**config.mk**
```make
export PLATFORM = sky130hd
export DESIGN_NAME = adcs_top
export DESIGN_NICKNAME = d
export VERILOG_FILES = /design/src/shared/adcs_pkg.sv /design/src/shared/adcs_code_if.sv /design/src/rtl/adcs_coder.sv /design/src/rtl/adcs_sync.sv /design/src/rtl/adcs_top.sv
export SDC_FILE = /design/constraint.sdc
export NUM_CORES = 1
export LEC_CHECK = 0
export BUFFER_PORTS_ARGS = -buffer_cell sky130_fd_sc_hd__buf_2
export CAP_MARGIN = 20
export CELL_PAD_IN_SITES_DETAIL_PLACEMENT = 0
export CELL_PAD_IN_SITES_GLOBAL_PLACEMENT = 2
export CORE_MARGIN = 8
export CORE_UTILIZATION = 33
export DETAILED_ROUTE_END_ITERATION = 16
export GPL_ROUTABILITY_DRIVEN = 0
export GPL_TIMING_DRIVEN = 0
export PLACE_DENSITY_LB_ADDON = 0.1
export SLEW_MARGIN = 20
export SYNTH_ARGS = -nofsm -noshare
export SYNTH_HDL_FRONTEND = slang
export SYNTH_SLANG_ARGS = --single-unit
```
**constraint.sdc**
```tcl
create_clock -name clk_sys -period 1.68 [get_ports clk_sys]
set_input_delay 0.252 -clock clk_sys [delete_from_list [all_inputs] [get_ports clk_sys]]
set_output_delay 0.252 -clock clk_sys [all_outputs]
set_load 0.05 [all_outputs]
```
**src/shared/adcs_pkg.sv**
```systemverilog
// constants for the input select and result format block
package adcs_pkg;
  // register offsets
  localparam logic [7:0] OFS_RES_LO = 8'h78;
  localparam logic [7:0] OFS_RES_HI = 8'h79;
  localparam logic [7:0] OFS_SELECT = 8'h7c;
  localparam logic [7:0] OFS_STATUS = 8'h70;
  localparam logic [7:0] OFS_MASK   = 8'h71;
  // select register fields and reset
  localparam int REF_HI  = 7;
  localparam int REF_LO  = 6;
  localparam int LADJ    = 5;
  localparam int CHAN_HI = 4;
  localparam logic [7:0] SELECT_RST = 8'h00;
  // status bits
  localparam int ST_DONE  = 0;
  localparam int ST_START = 1;
  localparam logic [1:0] ST_RST = 2'h0;
  localparam logic [1:0] ST_USED = 2'h3;
  // reference codes
  localparam logic [1:0] REF_EXT  = 2'h0;
  localparam logic [1:0] REF_SUPP = 2'h1;
  localparam logic [1:0] REF_RSVD = 2'h2;
  localparam logic [1:0] REF_BG   = 2'h3;
  // mux source codes
  localparam logic [3:0] SRC_BG   = 4'h8;
  localparam logic [3:0] SRC_GND  = 4'h9;
  localparam logic [3:0] SRC_NONE = 4'hf;
  localparam logic [3:0] SRC_NEG1 = 4'h1;
  localparam logic [3:0] SRC_NEG2 = 4'h2;
  localparam logic [2:0] LAST_NEG2_POS = 3'h5;
  // code limits
  localparam logic [9:0] SE_MAX   = 10'h3ff;
  localparam logic [9:0] SE_MIN   = 10'h000;
  localparam logic [9:0] DIFF_MAX = 10'h1ff;
  localparam logic [9:0] DIFF_MIN = 10'h200;
  localparam logic signed [11:0] RAW_SE_MAX = 12'sh3ff;
  localparam logic signed [11:0] RAW_D_MAX  = 12'sh1ff;
  localparam logic signed [11:0] RAW_D_MIN  = -12'sh200;
  localparam int SYNC_STAGES = 2;
endpackage

```
**src/shared/adcs_code_if.sv**
```systemverilog
// raw sample to coded result, between top and coder
`timescale 1ns/100ps
interface adcs_code_if;
  logic signed [11:0] raw;
  logic               is_diff;
  logic        [9:0]  code;
  modport ctl (output raw, output is_diff, input code);
  modport cod (input raw, input is_diff, output code);
endinterface

```
**src/rtl/adcs_coder.sv**
```systemverilog
// single ended and differential result coding
`timescale 1ns/100ps
module adcs_coder
  import adcs_pkg::*;
(
  adcs_code_if.cod c
);
  logic signed [11:0] half;
  // raw is vin*1024/vref, floored; diff scale is half
  always_comb begin
    half = c.raw >>> 1;
    if (!c.is_diff) begin
      if (c.raw < 0)
        c.code = SE_MIN;
      else if (c.raw > RAW_SE_MAX)
        c.code = SE_MAX;
      else
        c.code = c.raw[9:0];
    end else begin
      if (half > RAW_D_MAX)
        c.code = DIFF_MAX;
      else if (half < RAW_D_MIN)
        c.code = DIFF_MIN;
      else
        c.code = half[9:0];
    end
  end
endmodule

```
**src/rtl/adcs_sync.sv**
```systemverilog
// two flop synchroniser, parameter width
`timescale 1ns/100ps
module adcs_sync
  import adcs_pkg::*;
#(
  parameter int W = 1
) (
  input  wire logic         clk_sys,
  input  wire logic         srst,
  input  wire logic [W-1:0] d,
  output logic      [W-1:0] q
);
  logic [W-1:0] meta_reg;
  // first stage feeds only the second
  always_ff @(posedge clk_sys) begin
    if (srst) begin
      meta_reg <= '0;
      q        <= '0;
    end else begin
      meta_reg <= d;
      q        <= meta_reg;
    end
  end
endmodule

```
**src/rtl/adcs_top.sv**
```systemverilog
// input select register, mux control and result formatting
//
// Contract
// - single ended code 0 to 3ff, unsigned
// - single ended code is vin*1024/vref
// - differential two's complement, 200 to 1ff
// - left adjust puts result in top bits
// - adjust change re-presents result at once
// - select layout ref 7:6, adj 5, chan
// - ref codes ext, supply, reserved, internal
// - ref and channel writes during a conversion apply after it completes
// - codes 0-7 single ended, 8-15 none
// - differential pairs against input 1 or 2
// - code 1e bandgap, 1f ground
// - done flag set with result update
`timescale 1ns/100ps
module adcs_top
  import adcs_pkg::*;
(
  input  wire logic               clk_sys,
  input  wire logic               srst,
  input  wire logic [7:0]         addr,
  input  wire logic [7:0]         wdata,
  input  wire logic               wr_stb,
  input  wire logic               rd_stb,
  output logic      [7:0]         rdata,
  input  wire logic               conv_busy,
  input  wire logic               conv_done_tgl,
  input  wire logic signed [11:0] conv_sample,
  output logic      [3:0]         mux_pos,
  output logic      [3:0]         mux_neg,
  output logic                    diff_en,
  output logic      [1:0]         ref_sel,
  output logic                    int_ref_en,
  output logic                    irq
);
  logic [7:0]         select_reg;
  logic [7:0]         applied_reg;
  logic [9:0]         result_reg;
  logic [1:0]         status_reg;
  logic [1:0]         mask_reg;
  logic               busy_s;
  logic               done_s;
  logic               done_d_reg;
  logic               busy_d_reg;
  logic signed [11:0] sample_s;
  logic               done_ev;
  logic               start_ev;
  logic [15:0]        res_pair;
  logic [3:0]         pos_next;
  logic [3:0]         neg_next;
  logic               diff_next;
  logic [7:0]         rd_next;
  logic [1:0]         st_set;
  logic [1:0]         st_clr;
  logic [1:0]         settle_reg;
  adcs_code_if        cif ();
  // both sync stages plus the edge flop must hold pin values
  localparam logic [1:0] SETTLE_DONE = 2'(SYNC_STAGES + 1);

  // pins from the analog side cross in first
  adcs_sync #(.W(1)) u_sync_busy (
    .clk_sys (clk_sys),
    .srst    (srst),
    .d       (conv_busy),
    .q       (busy_s)
  );
  adcs_sync #(.W(1)) u_sync_done (
    .clk_sys (clk_sys),
    .srst    (srst),
    .d       (conv_done_tgl),
    .q       (done_s)
  );
  // sample is held stable before the toggle flips
  adcs_sync #(.W(12)) u_sync_smp (
    .clk_sys (clk_sys),
    .srst    (srst),
    .d       (conv_sample),
    .q       (sample_s)
  );
  adcs_coder u_coder (
    .c (cif.cod)
  );

  // edge detect after the synchronisers
  always_ff @(posedge clk_sys) begin
    if (srst) begin
      done_d_reg <= 1'b0;
      busy_d_reg <= 1'b0;
    end else begin
      done_d_reg <= done_s;
      busy_d_reg <= busy_s;
    end
  end

  // syncs restart at zero while the pins may sit high after a mid-run
  // reset; edges are ignored until the stages carry real pin values
  always_ff @(posedge clk_sys) begin
    if (srst)
      settle_reg <= 2'h0;
    else if (settle_reg != SETTLE_DONE)
      settle_reg <= settle_reg + 2'h1;
  end
  assign done_ev  = (done_s ^ done_d_reg) & (settle_reg == SETTLE_DONE);
  assign start_ev = busy_s & ~busy_d_reg & (settle_reg == SETTLE_DONE);

  // select register, all bits kept as written
  always_ff @(posedge clk_sys) begin
    if (srst)
      select_reg <= SELECT_RST;
    else if (wr_stb && addr == OFS_SELECT)
      select_reg <= wdata;
  end

  // shadow copy locked while a conversion runs
  always_ff @(posedge clk_sys) begin
    if (srst)
      applied_reg <= SELECT_RST;
    else if (!busy_s || done_ev)
      applied_reg <= select_reg;
  end

  // channel decode from the applied code
  always_comb begin
    pos_next  = SRC_NONE;
    neg_next  = SRC_NONE;
    diff_next = 1'b0;
    case (applied_reg[CHAN_HI:CHAN_HI-1])
      2'b00: begin
        pos_next = {1'b0, applied_reg[2:0]};
      end
      2'b01: begin
        pos_next = SRC_NONE;
      end
      2'b10: begin
        pos_next  = {1'b0, applied_reg[2:0]};
        neg_next  = SRC_NEG1;
        diff_next = 1'b1;
      end
      2'b11: begin
        if (applied_reg[2:0] <= LAST_NEG2_POS) begin
          pos_next  = {1'b0, applied_reg[2:0]};
          neg_next  = SRC_NEG2;
          diff_next = 1'b1;
        end else if (applied_reg[0] == 1'b0) begin
          pos_next = SRC_BG;
        end else begin
          pos_next = SRC_GND;
        end
      end
      default: begin
        pos_next = SRC_NONE;
      end
    endcase
  end

  // mux and reference drive, all registered
  always_ff @(posedge clk_sys) begin
    if (srst) begin
      mux_pos    <= 4'h0;
      mux_neg    <= SRC_NONE;
      diff_en    <= 1'b0;
      ref_sel    <= REF_EXT;
      int_ref_en <= 1'b0;
    end else begin
      mux_pos    <= pos_next;
      mux_neg    <= neg_next;
      diff_en    <= diff_next;
      ref_sel    <= applied_reg[REF_HI:REF_LO];
      int_ref_en <= applied_reg[REF_HI:REF_LO] == REF_BG;
    end
  end

  // coding uses the mode the sample was taken in
  assign cif.raw     = sample_s;
  assign cif.is_diff = diff_en;

  // result store on completion
  always_ff @(posedge clk_sys) begin
    if (srst)
      result_reg <= 10'h000;
    else if (done_ev)
      result_reg <= cif.code;
  end

  // adjust is read live, not latched with the result
  assign res_pair = select_reg[LADJ] ? {result_reg, 6'h00}
                                     : {6'h00, result_reg};

  // sticky events, set beats write-one clear
  assign st_set = {start_ev, done_ev};
  assign st_clr = (wr_stb && addr == OFS_STATUS) ? wdata[1:0] : 2'h0;
  always_ff @(posedge clk_sys) begin
    if (srst)
      status_reg <= ST_RST;
    else
      status_reg <= (status_reg & ~st_clr) | st_set;
  end

  always_ff @(posedge clk_sys) begin
    if (srst)
      mask_reg <= ST_RST;
    else if (wr_stb && addr == OFS_MASK)
      mask_reg <= wdata[1:0] & ST_USED;
  end

  // one cycle behind the status bits
  always_ff @(posedge clk_sys) begin
    if (srst)
      irq <= 1'b0;
    else
      irq <= |(status_reg & mask_reg);
  end

  // read mux; unmapped reads give zero
  always_comb begin
    case (addr)
      OFS_SELECT: rd_next = select_reg;
      OFS_RES_LO: rd_next = res_pair[7:0];
      OFS_RES_HI: rd_next = res_pair[15:8];
      OFS_STATUS: rd_next = {6'h00, status_reg};
      OFS_MASK:   rd_next = {6'h00, mask_reg};
      default:    rd_next = 8'h00;
    endcase
  end

  // data only in the cycle after the strobe
  always_ff @(posedge clk_sys) begin
    if (srst)
      rdata <= 8'h00;
    else if (rd_stb)
      rdata <= rd_next;
    else
      rdata <= 8'h00;
  end
endmodule

```
Yosys cells after proc, flatten, opt, wreduce, memory -nomap -nowiden
Index checks and enable logic that the tools add are counted.
{ "totals": {"register_bits": 83, "in_bits": 34, "output_inout_bits": 21, "word_cells": 72} }
{ "op_classes": {"add_sub_neg": 1, "n_lt_le_gt_ge": 5, "eq_ne": 11, "mux": 15, "bitwise_logic": 10, "n_reduce_logical": 9} }
{ "ops": {"columns": ["operator", "count"], "rows": [
  ["2-to-1 mux 10 bit", 5],
  ["equality test 8 x 7 -> 1 bit (second input constant)", 5],
  ["case mux 8 bit (5 select lines)", 1],
  ["2-to-1 mux 16 bit", 1],
  ["> comparator 12 x 11 -> 1 bit (second input constant)", 1],
  ["< comparator 12 x 1 -> 1 bit (second input constant)", 1],
  ["case mux 4 bit (3 select lines)", 1],
  ["> comparator 11 x 10 -> 1 bit (second input constant)", 1],
  ["< comparator 11 x 10 -> 1 bit (second input constant)", 1],
  ["equality test 2 bit (second input constant)", 4],
  ["2-to-1 mux 4 bit", 2],
  ["case mux 4 bit (2 select lines)", 1],
  ["OR reduction 2 bit", 3],
  ["bitwise AND 2 bit", 2],
  ["bitwise AND 1 bit", 3],
  ["less-or-equal comparator 3 bit (second input constant)", 1],
  ["logical AND 1 bit", 3],
  ["adder 2 x 1 -> 2 bit (second input constant)", 1],
  ["equality test 2 x 1 -> 1 bit (second input constant)", 1],
  ["logical NOT 2 bit", 1],
  ["2-to-1 mux 1 bit", 2],
  ["2-to-1 mux 2 bit", 1],
  ["!= test 2 bit (second input constant)", 1],
  ["inverter 1 bit", 2],
  ["6 further kinds", 6]
]} }

Depth between registers and ports, before layout
{ "depth": {"word_depth": 6, "ltp_mapped": 6, "mapped_depth_nobuf": 4} }

Cells and area by module
Synthesis repeated with hierarchy kept, for this count alone.
{ "unflattened": {"cells_unflattened": 317, "area_unflattened_um2": 3204.3} }
{ "modules_own_cells": {"columns": ["mod", "n_inst", "cells_each", "area_each_um2", "seq_area_each_um2"], "rows": [
  ["adcs_top", 1, 223, 2143.3, 1061.0],
  ["adcs_sync at u_sync_smp", 1, 50, 693.2, 480.5],
  ["adcs_coder", 1, 36, 262.8, 0.0],
  ["adcs_sync at u_sync_busy ...", 2, 4, 52.6, 40.0]
]} }

Worst setup path after synthesis
Ideal clock, no wire load.
{ "synth_timing": {"kind": "reg-to-reg", "from": "register diff_en", "to": "register result_reg[0]", "setup_time_ns": 0.086, "t_arrival_ns": 1.477, "required_ns": 1.594, "path_slack_ns": 0.118, "path_stages_with_launch": 6, "path_buffers": 1, "period_less_slack_ns": 1.562, "path_cell_list": "dfxtp_1 > buf_2 > inv_1 > a21oi_1 > a2bb2oi_1 > a211oi_1"} }
{ "synth_via": {"elab_chain_cells": 1} }
{ "synth_rtl": {"columns": ["element", "line", "source"], "rows": [
  ["start, declared", "adcs_top.sv:32", "output logic diff_en,"],
  ["start signal, assigned", "adcs_top.sv:168", "diff_en <= diff_next;"],
  ["2-to-1 mux 10 bit", "adcs_coder.sv:12", "if (!c.is_diff) begin"],
  ["end signal, assigned", "adcs_top.sv:183", "result_reg <= cif.code;"],
  ["end, declared", "adcs_top.sv:39", "logic [9:0] result_reg;"]
]} }
Every way passes these cells.
A chain may end at the register's enable or synchronous reset.

Final worst setup path
{ "layout_timing": {"from": "register settle_reg[0]", "to": "register result_reg[1]"} }
{ "layout_via": {"elab_chain_cells": 2} }
{ "layout_rtl": {"columns": ["element", "line", "source"], "rows": [
  ["start, declared", "adcs_top.sv:56", "logic [1:0] settle_reg;"],
  ["start signal, assigned", "adcs_top.sv:102", "settle_reg <= settle_reg + 2'h1;"],
  ["equality test 2 bit", "adcs_top.sv:104", "assign done_ev = (done_s ^ done_d_reg) & (settle_reg == SETTLE_DONE);"],
  ["bitwise AND 1 bit", "adcs_top.sv:104", null]
]} }
Every way passes these cells.

==> results.py <==
metrics = {
    "finish": {
        "final_net_count": 432,
        "insertedDiodeCount": 0,
        "drive_above_1_share": 0.204,
        "layout.cell_area.non_filler_mm2": 0.00368,
        "finalNonFillerCells": 512,
        "flow.area_growth_from_synthesis_pct": 19.2,
    },
    "synth": {
        "synth_async_sr_flop_share": 0,
        "postSynthRegisterBits": 81,
        "syn-instance-count": 334,
        "yosys_warnings": 0,
        "synth_sequential_area_ratio": 0.526,
        "avgSynthCellArea_um2": 9.24,
        "synth_edf_count": 0,
        "netlist_area_mm2": 0.00309,
        "synthesis.nets": 369,
        "synthFlopType": "dfxtp_1",
        "post_synth_num_cell_types": 37,
    },
    "pwr": {
        "total_power_draw_mw": 3.62,
        "p_per_area_mw_per_mm2": 985,
        "sw_frac_of_total": 0.231,
        "ir_worst_vdd_mv": 0.333,
        "seqPwrFrac": 0.550,
        "intPower_mw": 2.79,
        "leakage_nw": 1.55,
        "netSwitchingPower_uw": 838,
        "clkPwrFrac": 0.390,
        "p_comb_frac": 0.060,
    },
    "grt": {
        "first_global_vias": 2362,
        "grt_remaining_overflow": 0,
        "total_routing_resource_utilization_after_global_routing": 0.115,
        "grt_pass1_wl_um": 11600,
        "antenna_found_initial": 0,
        "grt_start_max_net_pins": 14,
    },
    "cts": {
        "cts_buffer_depth": 2,
        "cts_resized": 0,
        "cts_max_level": 3,
        "cts.clk_slew.worst_paths_ns": 0.08,
        "cts_tree": "done",
        "cts_post_setup_buffers_inserted": 0,
        "cts.root.buffer_cell": "clkbuf_8",
        "cts_num_sinks": 81,
        "hold_buffers": 0,
        "cts-buffers-inserted": 9,
        "clkLatencyLatePin_ns": 0.35,
    },
    "sta": {
        "max_freq_ghz": 0.663,
        "final_min_period_over_clock_period": 0.897,
        "drv_slew": 0,
        "maxSlewHeadroom": 0.654,
        "tns_ns": 0,
        "finClkSkew_ns": 0.00938,
        "tightest_slew_ns": 0.515,
        "final-hold-violation-count": 0,
        "unrepaired_setup_endpoints_after_global_routing": "no",
        "finalSetupViolCount": 0,
        "post-route-min-period_ns": 1.51,
    },
    "routing": {
        "drt_iter0_drc": 53,
        "ant_nets": 0,
        "dr_total_vias": 2328,
        "drt_first_pass_iters": 4,
        "wirelength_um": 6950,
        "viasPerCell": 4.55,
        "wire_per_inst_um": 13.6,
        "route.detailed.drc": 0,
    },
    "die": {
        "dieHeight_um": 113,
        "dieArea_mm2": 0.0127,
        "initial_core_util": 0.337,
        "core.rowCount": 35,
        "io_pins": 55,
        "die_x_um": 113,
        "core-area_mm2": 0.00915,
    },
    "place": {
        "detailed_place_hpwl_um": 5230,
        "numPortBuffers": 52,
        "dpl.cell_count": 497,
        "placement.cell_area_mm2": 0.00348,
    },
    "setup_path": {
        "cp_max_fo": 10,
        "required_ns": 1.89,
        "critPathLaunchType": "flop",
        "worst-endpoint-arrival_ns": 1.72,
        "worst-setup-path-type": "reg -> reg",
        "critical_path.endpoint_type": "flop",
    },
    "run": {
        "max-cap-violations": 0,
    },
    "hold_path": {
        "min_delay_worst_type": "in -> reg",
    },
    "run_status": {
        "outcome": "finished, final reports clean",
    },
}
==> power by group through the flow <==
stage,sequential (mW),clock (mW),combinational (mW)
final,1.99,1.42,0.216
after global routing,2.00,1.55,0.249
after CTS,1.99,1.47,0.222
after detailed placement,2.04,0,0.221
after global placement,2.04,0,0.218
after floorplan,2.03,0,0.147
==> final cells by class <==
type	count	area, um^2
Buffer	23	105
Clock buffer	10	138
Clock inverter	5	56.3
Fill cell	943	5470
Inverter	7	26.3
Multi-Input combinational cell	223	1330
Sequential cell	81	1620
Tap cell	111	139
Timing Repair Buffer	52	260
==> critical path: stages (launching register included) <==
cell and delay (ns):
dfxtp_1 0.36, ha_1 0.27, and2_0 0.25, clkbuf_1 0.37, a211oi_1 0.13
==> synth_stat cells (all sizes together), types with 3 or more instances <==
library cell	n	share of area
inv	7	0.0085
nand2	29	0.035
a21oi	21	0.035
a22oi	6	0.015
mux2i	21	0.068
a31oi	3	0.0061
buf	15	0.024
a211oi	12	0.029
clkbuf	8	0.0097
nor2b	37	0.075
nand2b	12	0.024
a2bb2oi	3	0.0085
nor2	43	0.052
nand3	6	0.0097
dfxtp	81	0.53
o21ai	8	0.013
==> metal layers <==
metal  track usage  share of wire  vias to the layer above
met5             0              0                        -
met4        0.0513          0.018                        0
met3        0.0298          0.049                        9
met2         0.182           0.44                       49
met1         0.145           0.50                     1027
li1              -              -                     1243
==> per-stage QoR <==
step / worst slack (ns) / hold WS, ns / utilization
2_1_floorplan: 0.118 / 0.350 / -
3_3_place_gp: -0.0190 / 0.418 / 0.381
3_5_place_dp: -0.00416 / 0.420 / 0.381
4_1_cts: 0.125 / 0.0990 / 0.402
5_1_grt: 0.000652 / 0.107 / 0.402
6_report: 0.172 / 0.116 / 0.402
==> path summary, 6_finish.rpt <==
| path | end | start | slack [ns] | cells after the start |
|---|---|---|---|---|
| max | result_reg[1] | settle_reg[0] | 0.17 | 4 |
| min | u_sync_smp.meta_reg[10] | conv_sample[10] | 0.12 | 2 |
| max reg2reg | result_reg[1] | settle_reg[0] | 0.17 | 4 |
| min reg2reg | u_sync_smp.q[5] | u_sync_smp.meta_reg[5] | 0.44 | 1 |
==> kinds of logic after synthesis <==
logic type | synth area share
and+or+nand+nor | 0.228
xor gates and xnor gates | 0.00568
AOI/OAI and AO/OA | 0.126
buffers and inverters | 0.0426
adders and majority gates | 0.00405
muxes | 0.0681
DFF | 0.526
==> cell usage in the layout, fill, tap and decap left out, drive strengths merged, types with 2 or more instances in the layout <==
| cell | n |
|---|---|
| a21o | 2 |
| a31oi | 3 |
| and4b | 2 |
| xor2 | 2 |
| clkbuf | 18 |
| nand3 | 6 |
| nor2 | 43 |
| dfxtp | 81 |
| clkinv | 3 |
| a21bo | 2 |
| nor2b | 37 |
| a2bb2oi | 3 |
| mux2i | 21 |
| a211oi | 12 |
| and2 | 2 |
| buf | 67 |
| nand4 | 2 |
| nand2 | 29 |
| o21ai | 8 |
| inv | 7 |
| o41ai | 2 |
| nand2b | 12 |
| a22oi | 6 |
| a21oi | 21 |
Power figures use the tool's default switching activity.
